<file path="config.mk">
export PLATFORM = sky130hd
export DESIGN_NAME = charger_termination_control
export DESIGN_NICKNAME = d
export VERILOG_FILES = /design/src/hdl/chg_pkg.sv /design/src/hdl/charger_termination_control.sv /design/src/hdl/dropout_detect.sv
export SDC_FILE = /design/constraint.sdc
export NUM_CORES = 1
export LEC_CHECK = 0
export BUFFER_PORTS_ARGS = -buffer_cell sky130_fd_sc_hd__buf_2
export CAP_MARGIN = 10
export CORE_MARGIN = 4
export CORE_UTILIZATION = 30
export CTS_BUF_LIST = sky130_fd_sc_hd__clkbuf_8
export DETAILED_ROUTE_END_ITERATION = 12
export GPL_TIMING_DRIVEN = 0
export SYNTH_ARGS = -nofsm -noshare
export SYNTH_HDL_FRONTEND = slang
export SYNTH_SLANG_ARGS = --single-unit
export TNS_END_PERCENT = 100
</file>
<file path="constraint.sdc">
create_clock -name clk -period 3.2 [get_ports clk]
set_input_delay 0.32 -clock clk [delete_from_list [all_inputs] [get_ports clk]]
set_output_delay 0.32 -clock clk [all_outputs]
set_load 0.02 [all_outputs]
</file>
<file path="src/hdl/chg_pkg.sv">
// Package of constants for the charger termination control
package chg_pkg;
  // Switching clock rate in Hz for each frequency selection
  localparam int unsigned FOSC_HI_HZ = 1500000;
  localparam int unsigned FOSC_LO_HZ = 750000;
  // Prescaler tick width, in microseconds
  localparam int unsigned TICK_US = 50;
  // Multiply first: dividing first drops half a cycle per microsecond at the high rate and 0.75 at the low
  localparam int unsigned TICK_CYC_HI = (FOSC_HI_HZ * TICK_US) / 1000000;
  localparam int unsigned TICK_CYC_LO =
    (FOSC_LO_HZ * TICK_US) / 1000000;
  // Intervals in their own units
  localparam int unsigned TERM_TIME_MIN = 120;
  localparam int unsigned TRKL_TIME_MIN = 30;
  localparam int unsigned RCHG_FILT_US = 500;
  localparam int unsigned C10_FILT_US = 350;
  // Interval lengths in ticks; recharge filter rounds its least time up, C/10 filter adds a tick to its least time
  // Ticks per second taken first so the product stays inside 32 bits
  localparam int unsigned TERM_TICKS = TERM_TIME_MIN * 60 * (1000000 / TICK_US);
  localparam int unsigned TRKL_TICKS = TRKL_TIME_MIN * 60 * (1000000 / TICK_US);
  localparam int unsigned RCHG_TICKS = (RCHG_FILT_US + TICK_US - 1) / TICK_US;
  localparam int unsigned C10_TICKS = (C10_FILT_US + TICK_US) / TICK_US;
  // Dropout detection: high-side on-cycles before forcing low side
  localparam int unsigned DROPOUT_CYC = 8;
  // Charger states
  typedef enum logic [4:0] {
    ST_TRKL  = 5'b00001,
    ST_CHG   = 5'b00010,
    ST_SLEEP = 5'b00100,
    ST_BAD   = 5'b01000,
    ST_WAIT  = 5'b10000
  } chg_state_t;
endpackage

</file>
<file path="src/hdl/charger_termination_control.sv">
// Charger termination, recharge and thermal qualification control
module charger_termination_control #(
  parameter int unsigned TERM_TICKS = chg_pkg::TERM_TICKS,
  parameter int unsigned TRKL_TICKS = chg_pkg::TRKL_TICKS,
  parameter int unsigned TICK_HI = chg_pkg::TICK_CYC_HI,
  parameter int unsigned TICK_LO = chg_pkg::TICK_CYC_LO
) (
  // Clock and reset
  input wire logic clk,
  input wire logic arst_n,
  // Configuration pins
  input wire logic freq_hi,
  input wire logic run,
  // Analog comparator inputs
  input wire logic float_reached,
  input wire logic below_recharge,
  input wire logic below_c10,
  input wire logic below_trickle,
  input wire logic cc_mode,
  input wire logic batt_present,
  input wire logic hot,
  input wire logic cold,
  input wire logic thermal_disable,
  // Power stage status
  input wire logic hs_on,
  input wire logic cycle_start,
  // Indicators (open drain, low active)
  output logic charge_active_n_o,
  output logic charge_active_n_oe,
  output logic fault_n_o,
  output logic fault_n_oe,
  // Power stage controls
  output logic pause,
  output logic terminate,
  output logic force_ls,
  output logic clamp_trickle
);
  // Timer width holds the two-hour count at the default tick
  localparam int TW = 28;

  // Two-flop synchronisers for all pin-side inputs but cycle_start, which gets one flop
  localparam int NS = 12;
  logic [NS-1:0] raw_in, s1_ff, s2_ff;
  assign raw_in = {freq_hi, run, float_reached, below_recharge, below_c10,
    below_trickle, cc_mode, batt_present, hot, cold, thermal_disable, hs_on};
  always_ff @(posedge clk or negedge arst_n) begin
    if (!arst_n) begin
      s1_ff <= '0;
      s2_ff <= '0;
    end else begin
      s1_ff <= raw_in;
      s2_ff <= s1_ff;
    end
  end
  logic f_hi, f_run, f_float, f_rchg, f_c10, f_trkl, f_cc, f_bat;
  logic f_hot, f_cold, f_dis, f_hs;
  assign {f_hi, f_run, f_float, f_rchg, f_c10, f_trkl, f_cc, f_bat,
    f_hot, f_cold, f_dis, f_hs} = s2_ff;

  // Dropout detector on the switching cycles
  logic cs_ff;
  always_ff @(posedge clk or negedge arst_n) begin
    if (!arst_n) cs_ff <= 1'b0;
    else cs_ff <= cycle_start;
  end
  dropout_detect #(.LIMIT(chg_pkg::DROPOUT_CYC)) u_dropout (
    .clk(clk),
    .arst_n(arst_n),
    .hs_on(f_hs),
    .cycle_start(cs_ff),
    .force_ls(force_ls)
  );

  // Prescaler; tick width fixed in time for either frequency
  logic [7:0] pre_ff, nxt_pre;
  logic tick;
  always_comb begin
    tick = 1'b0;
    nxt_pre = pre_ff + 8'h01;
    if (pre_ff >= 8'(f_hi ? TICK_HI - 1 : TICK_LO - 1)) begin
      nxt_pre = 8'h00;
      tick = 1'b1;
    end
  end

  // State, termination timer and filters
  chg_pkg::chg_state_t st_ff, nxt_st;
  logic [TW-1:0] term_ff, nxt_term, trkl_ff, nxt_trkl;
  logic [4:0] rf_ff, nxt_rf, cf_ff, nxt_cf;
  logic rchg_prev_ff, c10_ff, nxt_c10, armed_ff, nxt_armed;
  logic therm_fault;

  // Thermal fault only counts when qualification is enabled
  assign therm_fault = !f_dis && (f_hot || f_cold);

  always_comb begin
    nxt_st = st_ff;
    nxt_term = term_ff;
    nxt_trkl = trkl_ff;
    nxt_rf = rf_ff;
    nxt_cf = cf_ff;
    nxt_c10 = c10_ff;
    nxt_armed = armed_ff;
    // C/10 filter on the program node comparator
    if (!f_c10) begin
      nxt_cf = 5'h00;
      nxt_c10 = 1'b0;
    end else if (tick && !c10_ff) begin
      if (cf_ff >= 5'(chg_pkg::C10_TICKS - 1)) nxt_c10 = 1'b1;
      else nxt_cf = cf_ff + 5'h01;
    end
    unique case (st_ff)
      chg_pkg::ST_WAIT: begin
        if (f_run && f_bat) nxt_st = chg_pkg::ST_TRKL;
        nxt_term = '0;
        nxt_trkl = '0;
        nxt_armed = 1'b0;
      end
      chg_pkg::ST_TRKL: begin
        if (!f_trkl) nxt_st = chg_pkg::ST_CHG;
        else if (tick && !therm_fault) begin
          if (trkl_ff >= TW'(TRKL_TICKS - 1)) nxt_st = chg_pkg::ST_BAD;
          else nxt_trkl = trkl_ff + 1'b1;
        end
      end
      chg_pkg::ST_CHG: begin
        if (f_float) nxt_armed = 1'b1;
        if (f_rchg != rchg_prev_ff) begin
          nxt_term = '0;
        end else if (tick && armed_ff && !f_cc && !therm_fault) begin
          if (term_ff >= TW'(TERM_TICKS - 1)) begin
            nxt_st = chg_pkg::ST_SLEEP;
            nxt_rf = 5'h00;
          end else nxt_term = term_ff + 1'b1;
        end
      end
      chg_pkg::ST_SLEEP: begin
        // Filter ignores short load transients
        if (!f_rchg) nxt_rf = 5'h00;
        else if (tick) begin
          if (rf_ff >= 5'(chg_pkg::RCHG_TICKS - 1)) begin
            nxt_st = chg_pkg::ST_CHG;
            nxt_term = '0;
            nxt_armed = 1'b0;
          end else nxt_rf = rf_ff + 5'h01;
        end
      end
      chg_pkg::ST_BAD: begin
        // Removal of the battery clears the fault
        if (!f_bat) nxt_st = chg_pkg::ST_WAIT;
      end
      default: nxt_st = chg_pkg::ST_WAIT;
    endcase
    if (!f_run) nxt_st = chg_pkg::ST_WAIT;
  end

  // Registered outputs
  logic chg_n_ff, flt_n_ff, pause_ff, term_o_ff, clamp_ff;
  logic nxt_chg_n, nxt_flt_n, nxt_pause, nxt_term_o, nxt_clamp;
  always_comb begin
    nxt_chg_n = 1'b1;
    nxt_flt_n = 1'b1;
    // Pause only while charging, so it never disagrees with the flags
    nxt_pause = 1'b0;
    nxt_term_o = 1'b0;
    nxt_clamp = (nxt_st == chg_pkg::ST_TRKL);
    unique case (nxt_st)
      chg_pkg::ST_TRKL, chg_pkg::ST_CHG: begin
        nxt_pause = therm_fault;
        nxt_chg_n = nxt_c10 && !therm_fault;
        nxt_flt_n = !therm_fault;
      end
      chg_pkg::ST_BAD: begin
        nxt_flt_n = 1'b0;
        nxt_term_o = 1'b1;
      end
      default: nxt_term_o = 1'b1;
    endcase
  end

  always_ff @(posedge clk or negedge arst_n) begin
    if (!arst_n) begin
      pre_ff <= 8'h00;
      st_ff <= chg_pkg::ST_WAIT;
      term_ff <= '0;
      trkl_ff <= '0;
      rf_ff <= 5'h00;
      cf_ff <= 5'h00;
      c10_ff <= 1'b0;
      armed_ff <= 1'b0;
      rchg_prev_ff <= 1'b0;
      chg_n_ff <= 1'b1;
      flt_n_ff <= 1'b1;
      pause_ff <= 1'b0;
      term_o_ff <= 1'b1;
      clamp_ff <= 1'b0;
    end else begin
      pre_ff <= nxt_pre;
      st_ff <= nxt_st;
      term_ff <= nxt_term;
      trkl_ff <= nxt_trkl;
      rf_ff <= nxt_rf;
      cf_ff <= nxt_cf;
      c10_ff <= nxt_c10;
      armed_ff <= nxt_armed;
      rchg_prev_ff <= f_rchg;
      chg_n_ff <= nxt_chg_n;
      flt_n_ff <= nxt_flt_n;
      pause_ff <= nxt_pause;
      term_o_ff <= nxt_term_o;
      clamp_ff <= nxt_clamp;
    end
  end

  // Open drain: data low always, enable when pulling low
  assign charge_active_n_o = 1'b0;
  assign charge_active_n_oe = !chg_n_ff;
  assign fault_n_o = 1'b0;
  assign fault_n_oe = !flt_n_ff;
  assign pause = pause_ff;
  assign terminate = term_o_ff;
  assign clamp_trickle = clamp_ff;
endmodule

</file>
<file path="src/hdl/dropout_detect.sv">
// Dropout detector counting high-side on cycles
module dropout_detect #(
  parameter int unsigned LIMIT = chg_pkg::DROPOUT_CYC
) (
  // Clock and reset
  input wire logic clk,
  input wire logic arst_n,
  // Switch status (synchronised)
  input wire logic hs_on,
  input wire logic cycle_start,
  // Force low-side switch
  output logic force_ls
);
  logic [3:0] cnt_ff, nxt_cnt;
  logic force_ff, nxt_force;

  // Count consecutive cycles with high side held on
  always_comb begin
    nxt_cnt = cnt_ff;
    nxt_force = force_ff;
    if (!hs_on) begin
      nxt_cnt = 4'h0;
      nxt_force = 1'b0;
    end else if (cycle_start) begin
      nxt_force = 1'b0;
      if (cnt_ff == 4'(LIMIT - 1)) begin
        nxt_cnt = 4'h0;
        nxt_force = 1'b1;
      end else begin
        nxt_cnt = cnt_ff + 4'h1;
      end
    end
  end

  always_ff @(posedge clk or negedge arst_n) begin
    if (!arst_n) begin
      cnt_ff <= 4'h0;
      force_ff <= 1'b0;
    end else begin
      cnt_ff <= nxt_cnt;
      force_ff <= nxt_force;
    end
  end

  assign force_ls = force_ff;
endmodule

</file>
==> flow_metrics.env, run 1 <==
export IMPL_setup_worst_path_class="flip-flop to flip-flop"
export IMPL_vias_per_cell=5.147
export IMPL_status="completed"
export IMPL_setup_tns_ns=0
export IMPL_synth_seq_cells=117
export IMPL_worstMarginPinSlew_ns=0.9218
export IMPL_final_cell_mix="dfrtp_1 (113), nand2_1 (60), a21oi_1 (39)"
export IMPL_syn_avg_cell_area_um2=9.759
export IMPL_cts_buffers=17
export IMPL_min_from="s1_ff[4]$_DFF_PN0_"
export IMPL_clk_latency_ns=0.45
export IMPL_die_w_um=148.6
export IMPL_grt_pass1_wl_um=23430
export IMPL_cts_setup_buffers=0
export IMPL_hold_depth=0
export IMPL_timing_rr_end="term_ff[7]$_DFFE_PN0P_"
export IMPL_grt_antenna_before_repair=0
export IMPL_relSlewSlack_pct=37.98
export IMPL_cts_sinks=117
export IMPL_pre_cts_ws_ns=0.3878
export IMPL_cts_buffer_depth=2
export IMPL_dp_hpwl_um=9169
export IMPL_critPathRequiredTime_ns=3.50
export IMPL_cts_root_buf="clkbuf_8"
export IMPL_ir_worst_vdd_mv=0.2745
export IMPL_remaining_drc_errors=0
export IMPL_rows=51
export IMPL_track_usage_pct=13.03
export IMPL_syn_to_final_growth_pct=16.83
export IMPL_wl_per_cell_um=14.36
export IMPL_finish_net_count=690
export IMPL_hold_violations=0
export IMPL_routed_wirelength_um=13510
export IMPL_final_util_pct=35.62
export IMPL_seq_area_frac_synth_pct=49.43
export IMPL_place_congestion=0.7952
export IMPL_die_h_um=148.6
export IMPL_drt_iter0_markers=408
export IMPL_post_route_period_util_pct=87.83
export IMPL_hold_path_class="flip-flop to flip-flop"
export IMPL_synth_cell_area_um2=5933
export IMPL_cap_violations=0
export IMPL_vias=4843
export IMPL_port_buffers=20
export IMPL_clock_skew_final_ns=0.01395
export IMPL_drive_gt1_share_pct=13.46
export IMPL_die_area_um2=22090
export IMPL_synth_edff_count=0
export IMPL_grt_max_degree=64
export IMPL_reg2reg_depth=8
export IMPL_yosysUniqueCellTypes=70
export IMPL_worstSetupStartpointType="flip-flop"
export IMPL_r2r_start="s2_ff[11]$_DFF_PN0_"
export IMPL_synth_async_reset_ratio_pct=100.0
export IMPL_htree_levels=4
export IMPL_path_max_fanout=10
export IMPL_arrival_ns=3.11
export IMPL_cts_tree="built"
export IMPL_final_min_clock_period_ns=2.811
export IMPL_clkSlewWorstSetupHoldPaths_ns=0.08
export IMPL_endpoint_kind="flip-flop"
export IMPL_antenna_cells=0
export IMPL_coreArea_um2=19460
export IMPL_io_pins=23
export IMPL_hold_end="s2_ff[4]$_DFF_PN0_"
export IMPL_power_leakage_nw=2.908
export IMPL_setup_violations=0
export IMPL_yosysWarnings=0
export IMPL_drtAntennaViolNets=0
export IMPL_synth_flop_cell="dfrtp_1"
export IMPL_r2r_slack_ns=0.39
export IMPL_grt_pass1_vias=4683
export IMPL_floorplan_initialDensity_pct=30.49
export IMPL_final_common_cell="dfrtp_1"
export IMPL_finalMaxSlewViolations=0
export IMPL_first_pass_iters=5
export IMPL_power_mw=3.435
export IMPL_gr_total_overflow=0
export IMPL_max_freq_mhz=355.8
export IMPL_p_per_area_nw_per_um2=495.6
export IMPL_setup_ws_ns=0.3895
export IMPL_rsz0062_at_grt="false"
export IMPL_syn_instance_count=608
## registers in the layout (all words and copies together) (netlist names)
signal              cells
c10_ff                  1
u_dropout.force_ls      1
pause                   1
term_ff                28
clamp_trickle           1
st_ff                   5
s1_ff                  12
pre_ff                  8
u_dropout.cnt_ff        4
rf_ff                   5
chg_n_ff                1
terminate               1
armed_ff                1
trkl_ff                28
rchg_prev_ff            1
cf_ff                   5
s2_ff                  12
flt_n_ff                1
cs_ff                   1
## kinds of logic after synthesis
group,count (synthesis),synth area share [%]
simple gates,262,24.38
compound gates,164,18.39
flops,117,49.43
buf+inv,38,3.036
fa+ha+maj,12,2.531
xor+xnor,10,1.476
mux,4,0.6959
other cells,1,0.06320
## through the flow
| step | std cells | instance area, um^2 | hold WS (ns) |
|---|---|---|---|
| 4_1_cts | 941 | 6932 | 0.3504 |
| 6_report | 941 | 6932 | 0.3487 |
| 5_1_grt | 941 | 6932 | 0.3559 |
| 3_3_place_gp | 894 | 6369 | 0.3314 |
| 2_1_floorplan | 609 | 5937 | 0.02441 |
| 3_5_place_dp | 895 | 6402 | 0.3194 |
## synth_stat cells, drive strengths merged (3+ instances only)
library cell	number	area share, %
dfrtp	113	48
nand2	60	3.8
a21oi	40	3.4
nand3	39	3.4
o21ai	35	3.0
nor2	30	1.9
or3	21	2.2
or4	19	2.5
and3	18	1.9
a31oi	16	1.7
o211ai	16	2.0
and2	15	1.6
inv	15	0.95
nor3	15	1.5
clkbuf	12	0.76
ha	12	2.5
nand4	12	1.3
buf	11	1.3
nor2b	10	1.1
o21a	7	0.89
a31o	6	0.89
o31ai	6	0.84
xor2	6	0.89
a21o	5	0.63
nor4	5	0.63
a211o	4	0.59
a22oi	4	0.51
and4	4	0.59
dfstp	4	1.8
xnor2	4	0.59
a32oi	3	0.44
mux2i	3	0.51
o31a	3	0.44
## power breakdown
part | internal, mW | switching (mW)
Sequential | 1.56 | 0.0707
Combinational | 0.162 | 0.285
Clock | 0.696 | 0.666
Total | 2.41 | 1.02
## cell type report
cell class / instances / area (um^2)
inverters: 15 / 56.30
fillers: 1968 / 12530
multi-input cells: 454 / 2824
repair buffers: 35 / 274.0
plain buffers: 23 / 123.9
well taps: 265 / 331.6
clock buffers: 17 / 234.0
flip-flops and latches: 117 / 2933
clock inverters: 15 / 155.1
## worst max path at each step
stage                        start                       to  slack [ns]  depth (start not counted)
6_report       s2_ff[11]$_DFF_PN0_   term_ff[7]$_DFFE_PN0P_        0.39                          8
3_3_place_gp                arst_n     cf_ff[1]$_DFFE_PN0P_        0.27                          1
3_5_place_dp   s2_ff[11]$_DFF_PN0_   term_ff[7]$_DFFE_PN0P_        0.39                          8
2_1_floorplan  s2_ff[11]$_DFF_PN0_  term_ff[20]$_DFFE_PN0P_        0.85                          9
4_1_cts        s2_ff[11]$_DFF_PN0_   term_ff[7]$_DFFE_PN0P_        0.37                          8
5_1_grt        s2_ff[11]$_DFF_PN0_  term_ff[14]$_DFFE_PN0P_        0.12                          9
## metal layers
metal | vias up | GRT usage (%) | part of all wire (%)
met4 | 0 | 4.388 | 1.3
met5 | - | 0 | 0
li1 | 2403 | - | -
met1 | 2341 | 17.77 | 49
met2 | 81 | 20.32 | 46
met3 | 18 | 3.230 | 3.5
## repair_timing
action	in CTS	in global routing
resized for setup	0	0
hold endpoints to repair	66	0
hold buffers	14	0
## worst max-delay path: stages, from the launching register on
cell and delay (ns):
dfrtp_1 0.42, inv_1 0.09, ha_1 0.30, nand2_1 0.08, a21oi_2 0.13, o21ai_1 0.25, o311ai_1 0.73, clkbuf_1 0.49
o211ai_1 0.18
(Power assumes the default switching activity.)
==> inputs of run 2 (changes only) <==
--- a/config.mk
+++ b/config.mk
@@ -14,2 +14,3 @@
 export GPL_TIMING_DRIVEN = 0
+export SKIP_CTS_REPAIR_TIMING = 1
 export SYNTH_ARGS = -nofsm -noshare
==> constraint.sdc (replaced) <==
create_clock -name clk -period 3.2 [get_ports clk]
set_input_delay 0.64 -clock clk [delete_from_list [all_inputs] [get_ports clk]]
set_output_delay 0.64 -clock clk [all_outputs]
set_load 0.02 [all_outputs]
==> run 2 against run 1 <==
Net effect:
- sequential share of layout area up 0.87 points
- total power down 0.38%
- clock power about the same
- clock skew about the same
- core utilization down 0.72 points
- sequential power about the same
- critical path type unchanged
- largest power group unchanged
==> flow_metrics.env, run 2 (synthesis results as in run 1) <==
export IMPL_status="completed"
export IMPL_finish_net_count=676
export IMPL_hold_violations=0
export IMPL_multi_input_area_um2=2824
export IMPL_die_w_um=148.6
export IMPL_placed_area_um2=6402
export IMPL_place_congestion=0.7952
export IMPL_routedLengthMet1_um=6510
export IMPL_endpoint_kind="flip-flop"
export IMPL_met3_length_um=478
export IMPL_critPathRequiredTime_ns=3.50
export IMPL_clk_latency_ns=0.45
export IMPL_r2r_slack_ns=0.38
export IMPL_die_area_um2=22090
export IMPL_die_h_um=148.6
export IMPL_cp_slowest_stage_delay_ns=0.74
export IMPL_timing_rr_end="term_ff[16]$_DFFE_PN0P_"
export IMPL_cts_buffers=17
export IMPL_track_usage_pct=12.92
export IMPL_r2r_start="s2_ff[11]$_DFF_PN0_"
export IMPL_cts_root_buf="clkbuf_8"
export IMPL_cts_sinks=117
export IMPL_dp_hpwl_um=9169
export IMPL_syn_to_final_growth_pct=14.47
export IMPL_vias_per_cell=5.172
export IMPL_rows=51
export IMPL_coreArea_um2=19460
export IMPL_final_common_cell="dfrtp_1"
export IMPL_p_per_area_nw_per_um2=503.9
export IMPL_setup_worst_path_class="flip-flop to flip-flop"
export IMPL_grt_pass1_wl_um=23200
export IMPL_power_leakage_nw=2.849
export IMPL_stdcell_count=927
export IMPL_path_max_fanout=10
export IMPL_routed_wirelength_um=13450
export IMPL_cts_buffer_depth=2
export IMPL_final_cell_mix="dfrtp_1 (113), nand2_1 (60), a21oi_1 (39)"
export IMPL_htree_levels=4
export IMPL_floorplan_initialDensity_pct=30.49
export IMPL_relSlewSlack_pct=42.53
export IMPL_final_min_clock_period_ns=2.820
export IMPL_post_route_period_util_pct=88.13
export IMPL_arrival_ns=3.12
export IMPL_clock_skew_final_ns=0.01416
export IMPL_io_pins=23
export IMPL_vias=4794
export IMPL_rsz0062_at_grt="false"
export IMPL_grt_max_degree=64
export IMPL_gr_total_overflow=0
export IMPL_finalMaxSlewViolations=0
export IMPL_final_area_um2=6792
export IMPL_crit_path_cell_trace="inv_1 -> ha_1 -> nand2_1 -> a21oi_2 -> o21ai_1 -> o311ai_1 -> clkbuf_1 -> a31oi_1"
export IMPL_wl_met2_um=6310
export IMPL_drtAntennaViolNets=0
export IMPL_top_layer="met4"
export IMPL_reg2reg_depth=8
export IMPL_hold_path_class="primary input to asynchronous set/reset pin"
export IMPL_max_freq_mhz=354.6
export IMPL_grt_antenna_before_repair=0
export IMPL_ir_worst_vdd_mv=0.2688
export IMPL_setup_violations=0
export IMPL_reg_top3="term_ff x28, trkl_ff x28"
export IMPL_fin_hold_ws_ns=0.1396
export IMPL_wl_per_cell_um=14.51
export IMPL_dp_cells=895
export IMPL_worst_path_max_delay_cell="o311ai_1"
export IMPL_cap_violations=0
export IMPL_worstMarginPinSlew_ns=0.8542
export IMPL_antenna_cells=0
export IMPL_port_buffers=20
export IMPL_drive_gt1_share_pct=13.75
export IMPL_grt_pass1_vias=4623
export IMPL_first_pass_iters=5
export IMPL_cts_tree="built"
export IMPL_clkSlewWorstSetupHoldPaths_ns=0.07
export IMPL_num_fill_cells=1980
export IMPL_worstSetupStartpointType="flip-flop"
export IMPL_final_util_pct=34.90
export IMPL_remaining_drc_errors=0
export IMPL_drt_iter0_markers=380
export IMPL_seq_area_um2=2933
## run 2: cell count changes in the layout (fill, tap and decap cells not counted)
cell and delta:
dlygate4sd3_1 -14
## run 2: area by class of cell
cell class,count,share of cell area [%]
Multi-Input combinational cell,454,41.58
Tap cell,265,4.882
Clock inverter,15,2.284
Sequential cell,117,43.18
Buffer,23,1.824
Inverter,15,0.8290
Clock buffer,17,3.445
Timing Repair Buffer,21,1.971
## run 2: through the flow
step | total power [mW] | worst slack (ns) | setup TNS, ns
after floorplan | 1.937 | 0.8535 | 0
after global placement | 2.080 | -0.04547 | -4.179
after detailed placement | 2.094 | 0.3878 | 0
after CTS | 3.469 | 0.3672 | 0
after global routing | 3.609 | 0.1213 | 0
final | 3.422 | 0.3799 | 0
## run 2: critical path, delay by kind of cell, from the launching register on
kind / cells / cell delay, ns
fa+ha+maj: 1 / 0.30
simple gates: 1 / 0.08
compound gates: 4 / 1.29
buf+inv: 2 / 0.58
flops: 1 / 0.42
## run 2: worst max path at each step
| stage | end | from |
|---|---|---|
| floorplan | term_ff[20]$_DFFE_PN0P_ | s2_ff[11]$_DFF_PN0_ |
| global placement | cf_ff[1]$_DFFE_PN0P_ | arst_n |
| detailed placement | term_ff[7]$_DFFE_PN0P_ | s2_ff[11]$_DFF_PN0_ |
| CTS | term_ff[7]$_DFFE_PN0P_ | s2_ff[11]$_DFF_PN0_ |
| global route | term_ff[14]$_DFFE_PN0P_ | s2_ff[11]$_DFF_PN0_ |
| finish | term_ff[16]$_DFFE_PN0P_ | s2_ff[11]$_DFF_PN0_ |
## run 2: routing by layer
layer,track usage (%),up-vias
li1,-,2369
met1,17.57,2344
met2,20.16,67
met3,3.230,14
met4,4.388,0
met5,0,-
## run 2: power breakdown
part	switching [mW]	total (mW)	leakage, nW	internal, mW
registers	0.0710	1.63	1.55	1.56
logic	0.283	0.434	1.11	0.151
clock network	0.666	1.36	0.193	0.696
total	1.02	3.42	2.85	2.40
